File: config.mk
export PLATFORM = sky130hd
export DESIGN_NAME = dtd_decoder
export DESIGN_NICKNAME = d
export VERILOG_FILES = /design/src/dtd_pkg.sv /design/src/dtd_decoder.sv
export SDC_FILE = /design/constraint.sdc
export NUM_CORES = 1
export LEC_CHECK = 0
export ABC_AREA = 1
export BUFFER_PORTS_ARGS = -buffer_cell sky130_fd_sc_hd__buf_4
export CAP_MARGIN = 20
export CORE_MARGIN = 4
export CORE_UTILIZATION = 30
export DETAILED_ROUTE_END_ITERATION = 16
export HOLD_SLACK_MARGIN = 0.12
export PLACE_DENSITY = 0.61
export RECOVER_POWER = 50
export SYNTH_ARGS = -nofsm -noshare
export SYNTH_HDL_FRONTEND = slang
export SYNTH_SLANG_ARGS = --single-unit
File: constraint.sdc
create_clock -name i_core_clk -period 2 [get_ports i_core_clk]
set_input_delay 0.2 -clock i_core_clk [delete_from_list [all_inputs] [get_ports i_core_clk]]
set_output_delay 0.2 -clock i_core_clk [all_outputs]
set_load 0.01 [all_outputs]
File: src/dtd_pkg.sv
package dtd_pkg;
   // opcode patterns of the data-transfer group and neighbours
   localparam logic [7:0] OP_TWO_BYTE   = 8'h0f;  // system group, protected mode only
   localparam logic [7:0] OP_SEG_LOAD   = 8'h8e;  // register/memory to segment register
   localparam logic [7:0] OP_POP_FLAGS  = 8'h9d;  // pop flag word
   localparam logic [6:0] OP_MOV_R_RM   = 7'h44;  // 1000100w / 1000101w share bits 7:2
   localparam logic [5:0] OP_MOV_RM     = 6'h22;  // 100010dw
   localparam logic [6:0] OP_MOV_IMM_RM = 7'h63;  // 1100011w
   localparam logic [6:0] OP_EXCHANGE_INSTRUCTION_RM    = 7'h43;  // 1000011w
   localparam logic [5:0] OP_IMM_GRP    = 6'h20;  // 100000sw
   localparam logic [3:0] OP_PORT_HI    = 4'he;   // 1110x1xw port input/output
   localparam logic [4:0] OP_ESCAPE     = 5'h1b;  // 11011xxx coprocessor escape
   // control transfers that must land inside the code limit
   localparam logic [7:0] OP_CALL_NEAR  = 8'he8;
   localparam logic [7:0] OP_JMP_NEAR   = 8'he9;
   localparam logic [7:0] OP_JMP_FAR    = 8'hea;
   localparam logic [7:0] OP_JMP_SHORT  = 8'heb;
   localparam logic [7:0] OP_CALL_FAR   = 8'h9a;
   localparam logic [3:0] OP_RET_INT_HI = 4'hc;   // c2,c3,ca,cb,cc,cd,cf

   // addressing byte fields
   localparam logic [1:0] MOD_NO_DISP   = 2'h0;
   localparam logic [1:0] MOD_DISP8     = 2'h1;
   localparam logic [1:0] MOD_DISP16    = 2'h2;
   localparam logic [1:0] MOD_REGISTER  = 2'h3;
   localparam logic [2:0] RM_DIRECT     = 3'h6;

   // exception vectors
   localparam logic [7:0] VEC_UNDEF_OP  = 8'h06;
   localparam logic [7:0] VEC_PX_OVRUN  = 8'h09;
   localparam logic [7:0] VEC_NOT_PRES  = 8'h0b;
   localparam logic [7:0] VEC_STACK     = 8'h0c;
   localparam logic [7:0] VEC_GEN_PROT  = 8'h0d;

   // cycle counts: register form, memory form
   localparam logic [4:0] CYC_MOV_TO_RM  = 5'h02, CYC_MOV_TO_RM_M  = 5'h03;
   localparam logic [4:0] CYC_MOV_TO_R   = 5'h02, CYC_MOV_TO_R_M   = 5'h05;
   localparam logic [4:0] CYC_SEG_REAL   = 5'h02, CYC_SEG_REAL_M   = 5'h05;
   localparam logic [4:0] CYC_SEG_PROT   = 5'h11, CYC_SEG_PROT_M   = 5'h13;
   localparam logic [4:0] CYC_EXCHANGE_INSTRUCTION       = 5'h03, CYC_EXCHANGE_INSTRUCTION_M       = 5'h05;
   localparam logic [4:0] CYC_IMM_GRP    = 5'h03, CYC_IMM_GRP_M    = 5'h07;
   localparam logic [4:0] CYC_DEFAULT    = 5'h02, CYC_DEFAULT_M    = 5'h07;
   localparam logic [4:0] CYC_POP_FLAGS  = 5'h05;
   localparam logic [4:0] CYC_PORT_IN    = 5'h05;
   localparam logic [4:0] CYC_PORT_OUT   = 5'h03;
   localparam logic [4:0] CYC_THREE_TERM = 5'h01;

   // flag word fields
   localparam int FLG_ZERO = 6;
   localparam int FLG_INT  = 9;
   localparam int FLG_PPT  = 12;  // two bits, 13:12
   localparam int FLG_NEST = 14;
   localparam logic [15:0] WORD_LAST_OFFSET = 16'hffff;

   typedef enum logic [0:0] {DTD_RUN, DTD_FAULT_WAIT} dtd_state_t;

   // one instruction as presented by the prefetch queue
   typedef struct packed {
      logic [7:0]  opcode;
      logic [7:0]  modrm;
      logic [31:0] tail;     // bytes after the addressing byte, first in 7:0
   } dtd_instr_t;

   // machine state and check results that travel with the instruction
   typedef struct packed {
      logic        protected_mode;
      logic [1:0]  current_privilege_level;
      logic [1:0]  port_privilege_threshold;
      logic [15:0] operand_offset;
      logic        limit_violation;
      logic        access_violation;
      logic        stack_violation;
      logic        seg_present;
      logic        selector_priv_ok;
      logic        dest_is_stack_seg;
      logic        target_in_limit;
      logic        descriptor_access;
      logic        transfer_overrun;
   } dtd_env_t;

   // decoded result handed to execution
   typedef struct packed {
      logic        reg_is_dest;
      logic        word_op;
      logic        mem_operand;
      logic [1:0]  disp_len;
      logic [15:0] disp;
      logic [1:0]  imm_len;
      logic [15:0] imm;
      logic [4:0]  cycles;
      logic        no_result;
   } dtd_dec_t;
endpackage

File: src/dtd_decoder.sv
// How it works
// - direction bit one makes register the destination
// - width bit set means word, clear byte
// - sign bit clear takes full-width immediate, else extends
// - displacement bytes come before any immediate data
// - register operand lower count, memory operand higher
// - three-term offset sum adds one cycle
// - segment load 2/5 real, 17/19 protected
// - protected-only opcode in real mode faults 6
// - real word access at ffff faults 13
// - real flag pop zeroes threshold and nest
// - real coprocessor operand past limit faults 9
// - exchange always asserts bus lock
// - lock may drop between operand transfers
// - protected operand breach 13, stack breach 12
// - segment load checks privilege, absence 11/12
// - descriptor table accesses assert bus lock
// - port access above threshold faults 13
// - flag pop guards interrupt bit and threshold
// - escape start breach 13/12, transfer breach 9
// - selector check violation clears zero, no result
// - transfer target outside code limit faults 13
module dtd_decoder (
   // clock and reset
   input  wire  logic                i_core_clk,
   input  wire  logic                i_rst,
   // instruction from the prefetch queue
   input  wire  logic                i_valid,
   input  wire  dtd_pkg::dtd_instr_t i_instr,
   input  wire  dtd_pkg::dtd_env_t   i_env,
   input  wire  logic [15:0]         i_cur_flags,
   input  wire  logic [15:0]         i_popped_flags,
   output logic                      o_ready,
   // decoded result to execution
   output logic                      o_commit,
   output dtd_pkg::dtd_dec_t         o_dec,
   output logic [15:0]               o_flags,
   output logic                      o_lock,
   // fault handshake to the exception unit
   output logic                      o_fault_valid,
   output logic [7:0]                o_fault_vector,
   input  wire  logic                i_fault_ready
);
   import dtd_pkg::*;

   dtd_state_t  state_r;        // run or waiting on exception unit
   dtd_dec_t    dec_nxt;        // combinational decode
   logic        fault_nxt;      // decode found a fault
   logic [7:0]  vec_nxt;        // its vector
   logic        lock_nxt;       // bus lock request
   logic [15:0] flags_nxt;      // flag word after this instruction
   logic        accept;         // instruction taken this cycle

   assign accept = i_valid && o_ready;

   // combinational decode of one instruction
   always_comb begin
      logic [7:0] op;
      logic [1:0] md;
      logic [2:0] rm;
      logic       mem;
      logic       cls_mov, cls_movi, cls_seg, cls_exchange_instruction, cls_imm;
      logic       cls_port, cls_esc, cls_pop_flag_word_instruction, cls_ctl, cls_sys;
      logic [4:0] reg_c, mem_c;
      logic [31:0] after;
      op       = i_instr.opcode;
      md       = i_instr.modrm[7:6];
      rm       = i_instr.modrm[2:0];
      mem      = 1'b0;
      reg_c    = CYC_DEFAULT;
      mem_c    = CYC_DEFAULT_M;
      after    = 32'h0;
      dec_nxt  = '0;
      fault_nxt = 1'b0;
      vec_nxt  = 8'h00;
      lock_nxt = 1'b0;
      flags_nxt = i_cur_flags;
      cls_mov  = (op[7:2] == OP_MOV_RM);
      cls_movi = (op[7:1] == OP_MOV_IMM_RM);
      cls_seg  = (op == OP_SEG_LOAD);
      cls_exchange_instruction = (op[7:1] == OP_EXCHANGE_INSTRUCTION_RM);
      cls_imm  = (op[7:2] == OP_IMM_GRP);
      cls_port = (op[7:4] == OP_PORT_HI) && op[2];
      cls_esc  = (op[7:3] == OP_ESCAPE);
      cls_pop_flag_word_instruction = (op == OP_POP_FLAGS);
      cls_sys  = (op == OP_TWO_BYTE);
      cls_ctl  = (op == OP_CALL_NEAR) || (op == OP_JMP_NEAR) || (op == OP_JMP_FAR)
              || (op == OP_JMP_SHORT) || (op == OP_CALL_FAR)
              || ((op[7:4] == OP_RET_INT_HI) && (op[3:0] inside {4'h2, 4'h3, 4'ha,
                  4'hb, 4'hc, 4'hd, 4'hf}));
      // forms carrying an addressing byte
      if (cls_mov || cls_movi || cls_seg || cls_exchange_instruction || cls_imm || cls_esc) begin
         mem = (md != MOD_REGISTER);
         // displacement sits right after the addressing byte
         if (md == MOD_DISP8) begin
            dec_nxt.disp_len = 2'h1;
            dec_nxt.disp     = {{8{i_instr.tail[7]}}, i_instr.tail[7:0]};
            after            = {8'h00, i_instr.tail[31:8]};
         end else if (md == MOD_DISP16 || (md == MOD_NO_DISP && rm == RM_DIRECT)) begin
            dec_nxt.disp_len = 2'h2;
            dec_nxt.disp     = i_instr.tail[15:0];
            after            = {16'h0000, i_instr.tail[31:16]};
         end else begin
            after            = i_instr.tail;
         end
      end
      dec_nxt.mem_operand = mem;
      dec_nxt.word_op     = op[0];
      dec_nxt.reg_is_dest = cls_mov ? op[1] : 1'b0;
      // immediate data follows any displacement
      if (cls_imm) begin
         if (op[1]) begin
            dec_nxt.imm_len = 2'h1;
            dec_nxt.imm     = {{8{after[7]}}, after[7:0]};
         end else if (op[0]) begin
            dec_nxt.imm_len = 2'h2;
            dec_nxt.imm     = after[15:0];
         end else begin
            dec_nxt.imm_len = 2'h1;
            dec_nxt.imm     = {8'h00, after[7:0]};
         end
      end else if (cls_movi) begin
         dec_nxt.imm_len = op[0] ? 2'h2 : 2'h1;
         dec_nxt.imm     = op[0] ? after[15:0] : {8'h00, after[7:0]};
      end
      // cycle count selection per form
      if (cls_mov && op[1]) begin
         reg_c = CYC_MOV_TO_R;
         mem_c = CYC_MOV_TO_R_M;
      end else if (cls_mov || cls_movi) begin
         reg_c = CYC_MOV_TO_RM;
         mem_c = CYC_MOV_TO_RM_M;
      end else if (cls_seg) begin
         reg_c = i_env.protected_mode ? CYC_SEG_PROT : CYC_SEG_REAL;
         mem_c = i_env.protected_mode ? CYC_SEG_PROT_M : CYC_SEG_REAL_M;
      end else if (cls_exchange_instruction) begin
         reg_c = CYC_EXCHANGE_INSTRUCTION;
         mem_c = CYC_EXCHANGE_INSTRUCTION_M;
      end else if (cls_imm) begin
         reg_c = CYC_IMM_GRP;
         mem_c = CYC_IMM_GRP_M;
      end else if (cls_pop_flag_word_instruction) begin
         reg_c = CYC_POP_FLAGS;
         mem_c = CYC_POP_FLAGS;
      end else if (cls_port) begin
         reg_c = op[1] ? CYC_PORT_OUT : CYC_PORT_IN;
         mem_c = reg_c;
      end
      dec_nxt.cycles = mem ? mem_c : reg_c;
      // base plus index plus displacement costs one more
      if (mem && (md != MOD_NO_DISP) && !rm[2]) begin
         dec_nxt.cycles = dec_nxt.cycles + CYC_THREE_TERM;
      end
      // exchange locks by itself; descriptor fetches lock in protected mode
      lock_nxt = cls_exchange_instruction
              || (i_env.protected_mode && i_env.descriptor_access);
      // fault checks, first match wins
      if (!i_env.protected_mode) begin
         if (cls_sys) begin
            fault_nxt = 1'b1;
            vec_nxt   = VEC_UNDEF_OP;
         end else if (cls_esc && mem && i_env.limit_violation) begin
            fault_nxt = 1'b1;
            vec_nxt   = VEC_PX_OVRUN;
         end else if (mem && op[0] && !cls_esc && i_env.operand_offset == WORD_LAST_OFFSET) begin
            fault_nxt = 1'b1;
            vec_nxt   = VEC_GEN_PROT;
         end
      end else begin
         if (cls_ctl && !i_env.target_in_limit) begin
            fault_nxt = 1'b1;
            vec_nxt   = VEC_GEN_PROT;
         end else if (cls_port && (i_env.current_privilege_level >
                                   i_env.port_privilege_threshold)) begin
            fault_nxt = 1'b1;
            vec_nxt   = VEC_GEN_PROT;
         end else if (mem && i_env.stack_violation) begin
            fault_nxt = 1'b1;
            vec_nxt   = VEC_STACK;
         end else if (mem && (i_env.limit_violation || i_env.access_violation)) begin
            fault_nxt = 1'b1;
            vec_nxt   = VEC_GEN_PROT;
         end else if (cls_seg && !i_env.selector_priv_ok) begin
            fault_nxt = 1'b1;
            vec_nxt   = VEC_GEN_PROT;
         end else if (cls_seg && !i_env.seg_present) begin
            fault_nxt = 1'b1;
            vec_nxt   = i_env.dest_is_stack_seg ? VEC_STACK : VEC_NOT_PRES;
         end else if (cls_esc && i_env.transfer_overrun) begin
            fault_nxt = 1'b1;
            vec_nxt   = VEC_PX_OVRUN;
         end else if (cls_sys && !i_env.selector_priv_ok) begin
            // selector checks report by flag, never by fault
            dec_nxt.no_result   = 1'b1;
            flags_nxt[FLG_ZERO] = 1'b0;
         end
      end
      // flag word pop, filtered by mode and privilege
      if (cls_pop_flag_word_instruction) begin
         flags_nxt = i_popped_flags;
         if (!i_env.protected_mode) begin
            flags_nxt[FLG_PPT +: 2] = 2'h0;
            flags_nxt[FLG_NEST]     = 1'b0;
         end else begin
            if (i_env.current_privilege_level > i_env.port_privilege_threshold) begin
               flags_nxt[FLG_INT] = i_cur_flags[FLG_INT];
            end
            if (i_env.current_privilege_level != 2'h0) begin
               flags_nxt[FLG_PPT +: 2] = i_cur_flags[FLG_PPT +: 2];
            end
         end
      end
   end

   // handshake state: a fault blocks new instructions until it is taken
   always_ff @(posedge i_core_clk) begin
      if (i_rst) begin
         state_r <= DTD_RUN;
         o_ready <= 1'b1;
      end else begin
         unique case (state_r)
            DTD_RUN: begin
               if (accept && fault_nxt) begin
                  state_r <= DTD_FAULT_WAIT;
                  o_ready <= 1'b0;
               end
            end
            DTD_FAULT_WAIT: begin
               if (i_fault_ready) begin
                  state_r <= DTD_RUN;
                  o_ready <= 1'b1;
               end
            end
         endcase
      end
   end

   // fault vector held stable until the exception unit takes it
   always_ff @(posedge i_core_clk) begin
      if (i_rst) begin
         o_fault_valid  <= 1'b0;
         o_fault_vector <= 8'h00;
      end else if (accept && fault_nxt) begin
         o_fault_valid  <= 1'b1;
         o_fault_vector <= vec_nxt;
      end else if (o_fault_valid && i_fault_ready) begin
         o_fault_valid  <= 1'b0;
      end
   end

   // results leave only for a clean instruction; a fault commits nothing
   always_ff @(posedge i_core_clk) begin
      if (i_rst) begin
         o_commit <= 1'b0;
         o_dec    <= '0;
         o_flags  <= 16'h0000;
      end else begin
         o_commit <= accept && !fault_nxt;
         if (accept && !fault_nxt) begin
            o_dec   <= dec_nxt;
            o_flags <= flags_nxt;
         end
      end
   end

   // lock is per instruction; it is free to fall between transfers
   always_ff @(posedge i_core_clk) begin
      if (i_rst) begin
         o_lock <= 1'b0;
      end else begin
         o_lock <= accept && !fault_nxt && lock_nxt;
      end
   end
endmodule

==> results.md <==
* Outcome: completed
* Vias in the first global route at about 4800
* Starting DRT DRC Count at about 350
* Max clock buf depth at 2
* Fmax at between 500 and 600 MHz
* Comb pwr share at approximately a quarter
* Worst reg2reg setup slack at around 630 ps
* Antenna violations before repair at 0
* Worst slew pin tran at 765 ps
* Clock share of power at 37.5%
* Ys async rst share at 0%
* Critical Setup Path Class: input port to register
* Die area at between 15000 and 20000 um^2
* Gpl congestion at a little under 0.9
* Via density at around 4.5
* Max-cap viol count at 0
* Clk sinks at 70
* Ant diodes at 0
* ANT nets after route at 0
* Largest net degree at the start of global routing at 34
* Crit. End Element: register
* CP Cell Sequence: buf_4 -> inv_1 -> nand2_1 -> nor2_2 -> nand2_1 -> nand2_1 -> nand2_1 -> nand2_1 -> o21ai_0 -> nand2_1 -> o21ai_0 -> ha_1 -> inv_1 -> nor2_1 -> or2_2 -> a21oi_1 -> nor2_1
* Area of the mapped netlist at approximately 4300 um^2
* DR WL/cell at roughly 14 um
* CP bufs+invs at 3
* CTS Root Cell: clkbuf_16
* CP startpoint kind: input port
* Setup violators final at 0
* Ys flop type: dfxtp_1
* Slowest CP cell: or2_2
* Post-synthesis cell type count at 33
* Final Util at between 40% and 50%
* Hold WC Path Type: input port to register
* Maximum vdd drop at just over 0.4 mV
* Hold Path Stages at 5
* IO Port Bufs at between 150 and 200
* GRT Residual Overflow at 0
* Ys Warns at 0
* Vias at roughly 5200
* Levels on crit path at 17
* Final wirelength at about 15000 um
* CTS Buf Count at 9
* Crit Path Max Fanout at 4
* Post-placement cell area at roughly 6200 um^2
* Worst Path Required at ~2200 ps
* Final period util at approximately nine tenths
* Avg Inst Size Synth at ~6 um^2
* Area added between synthesis and finish at 51.8%
* Worst Reg2Reg Path Length in Cells at 7
* Pre-CTS setup slack at -232 ps
* Gr usage total at 18.0%
* Crit path max-delay family: simple AND/OR/NAND/NOR gates
* Leak pwr at between 3 and 4 nW
* Initial Util at 30.7%
* Final nets at about 1100
* Power Density at between 600 and 700 nW/um^2
* Top cell by count, worst path: nand2_1
* Slew headroom at 48.7%
* HPWL Detailed at about 12000 um
* Switching share of power at ~29%
* First drt pass iteration count at 4
* Synth Register Bits at 70
* Critical Path Sink: o_dec[3]
* Hold Fails Final Rpt at 0
* Post-route cell area at about 6500 um^2
* Slew Limit Fails at 0
* I/O Pins at between 150 and 200
* Rows at 43
* Worst r2r src: o_ready
* CP arrival at 2040 ps
* Die Y at approximately 130 um
* Tot Pwr at around 4.0 mW
* Worst-skew pair later-pin latency at roughly 330 ps
* H-tree depth at 3
* Sw Pwr at roughly 1.2 mW
* EDFF count, synth at 0
* Seq/Total Area, Yosys at between 30% and 40%
* Clk slew on worst S/H paths at about 60 ps
* Final Worst Setup Slack at 184 ps
* Crit path time final at about 1800 ps
* Setup total negative slack at 0 ps
* Reg power frac at a little under two fifths
* Final Skew at 3.00 ps
* DRC Markers at 0
* Cell count after synthesis at just over 700
* CP peak stage delay at slightly below 300 ps
* TritonCTS clock tree: yes
* Reg2reg end: o_dec[41]
* First-pass GRT wire length at 23600 um
* Core ar. at about 14000 um^2
* Int Pwr at approximately 2.9 mW
* Die width at approximately 130 um
* Share of cells above drive strength 1 at 22.8%
* Crit. Startpoint: i_instr[46]
final cells by class:
class | instances | area, um^2
fillers | 1552 | 7430
repair buffers | 258 | 1860
clock inverters | 3 | 18.8
inverters | 90 | 338
flip-flops and latches | 70 | 1400
clock buffers | 13 | 260
multi-input cells | 529 | 2400
well taps | 180 | 225
timing repair:
action,in CTS,in global routing
endpoints found under the setup margin,0,67
hold endpoints to repair,7,0
gates resized for setup,0,12
setup buffers,0,3
hold buffers,7,0
cell families after synthesis:
family / synth area share, %
simple gates: 42.0
buf+inv: 12.8
compound gates: 11.3
flops: 32.7
fa+ha+maj: 0.876
mux: 0.234
other cells: 0.0875
how the worst min path moves through the flow:
stage	startpoint	endpoint	slack, ps
3_5_place_dp	i_instr[6]	o_dec[30]	450
5_1_grt	i_instr[41]	o_dec[44]	240
3_3_place_gp	i_instr[3]	o_dec[27]	440
2_1_floorplan	i_instr[1]	o_dec[25]	340
6_report	i_instr[10]	o_dec[34]	220
4_1_cts	i_instr[9]	o_dec[33]	210
worst min-delay path, delay by kind of cell:
kind	cells	cell delay, ps
buffers and inverters	1	90
and+or+nand+nor	3	170
AOI/OAI and AO/OA	1	70
state kept, by name, indices dropped and copies added, names as in the netlist:
signal / flops
o_dec: 45
o_flags: 16
o_lock: 1
state_r: 1
o_commit: 1
o_ready: 1
o_fault_valid: 1
o_fault_vector: 4
power groups by stage:
stage / sequential (mW) / combinational, mW / clock [mW]
global placement: 1.55 / 0.960 / 0
CTS: 1.53 / 0.977 / 1.55
global route: 1.53 / 1.10 / 1.61
floorplan: 1.59 / 0.430 / 0
detailed placement: 1.56 / 0.961 / 0
finish: 1.52 / 0.981 / 1.50
cell usage after synthesis, types with 2 or more instances:
library cell	instances	area, um^2
nand4_1	37	231
inv_2	2	7.51
inv_1	87	327
nand3_1	29	145
buf_1	3	11.3
buf_6	3	33.8
nor2_1	83	312
nor3_1	8	40.0
buf_4	8	60.1
o21ai_0	16	80.1
buf_2	6	30.0
or2_2	2	12.5
dfxtp_1	70	1400
o22ai_1	3	18.8
ha_1	3	37.5
o211ai_1	5	37.5
nor2_2	3	18.8
nand2_1	262	983
clkbuf_1	20	75.1
a21oi_1	62	310
metal layers:
metal  routed length [um]  global-route usage (%)  share of wire [%]  up-vias
met5                    0                       0                  0        -
met4                  253                    5.87                1.6        0
met3                 1060                    4.35                6.9       19
met2                 7030                    29.4                 45      144
met1                 7100                    23.3                 46     2245
li1                     -                       -                  -     2751
through the flow:
| stage | hold WS [ps] | std cells |
|---|---|---|
| final | 223 | 1143 |
| after global routing | 244 | 1143 |
| after CTS | 213 | 1134 |
| after detailed placement | 451 | 1111 |
| after global placement | 442 | 1111 |
| after floorplan | 341 | 728 |
cells in the final DEF, fill, tap and decap left out, types with 2 or more instances in the layout:
cell type	count
o21ai_0	16
clkbuf_8	2
nand3_1	28
o211ai_1	5
o22ai_1	3
nor2_1	79
clkbuf_16	13
buf_12	6
inv_1	87
nor2_2	6
nand4_1	37
buf_6	2
clkbuf_1	68
conb_1	4
nand3_4	2
clkinv_2	2
buf_4	173
a21oi_2	2
nand2_1	261
nor3_1	8
a21oi_1	60
nand2_2	2
ha_1	3
dlygate4sd3_1	7
nor2_4	2
or2_2	2
inv_2	2
dfxtp_1	70
No activity file was read; power rests on OpenSTA's default activity.
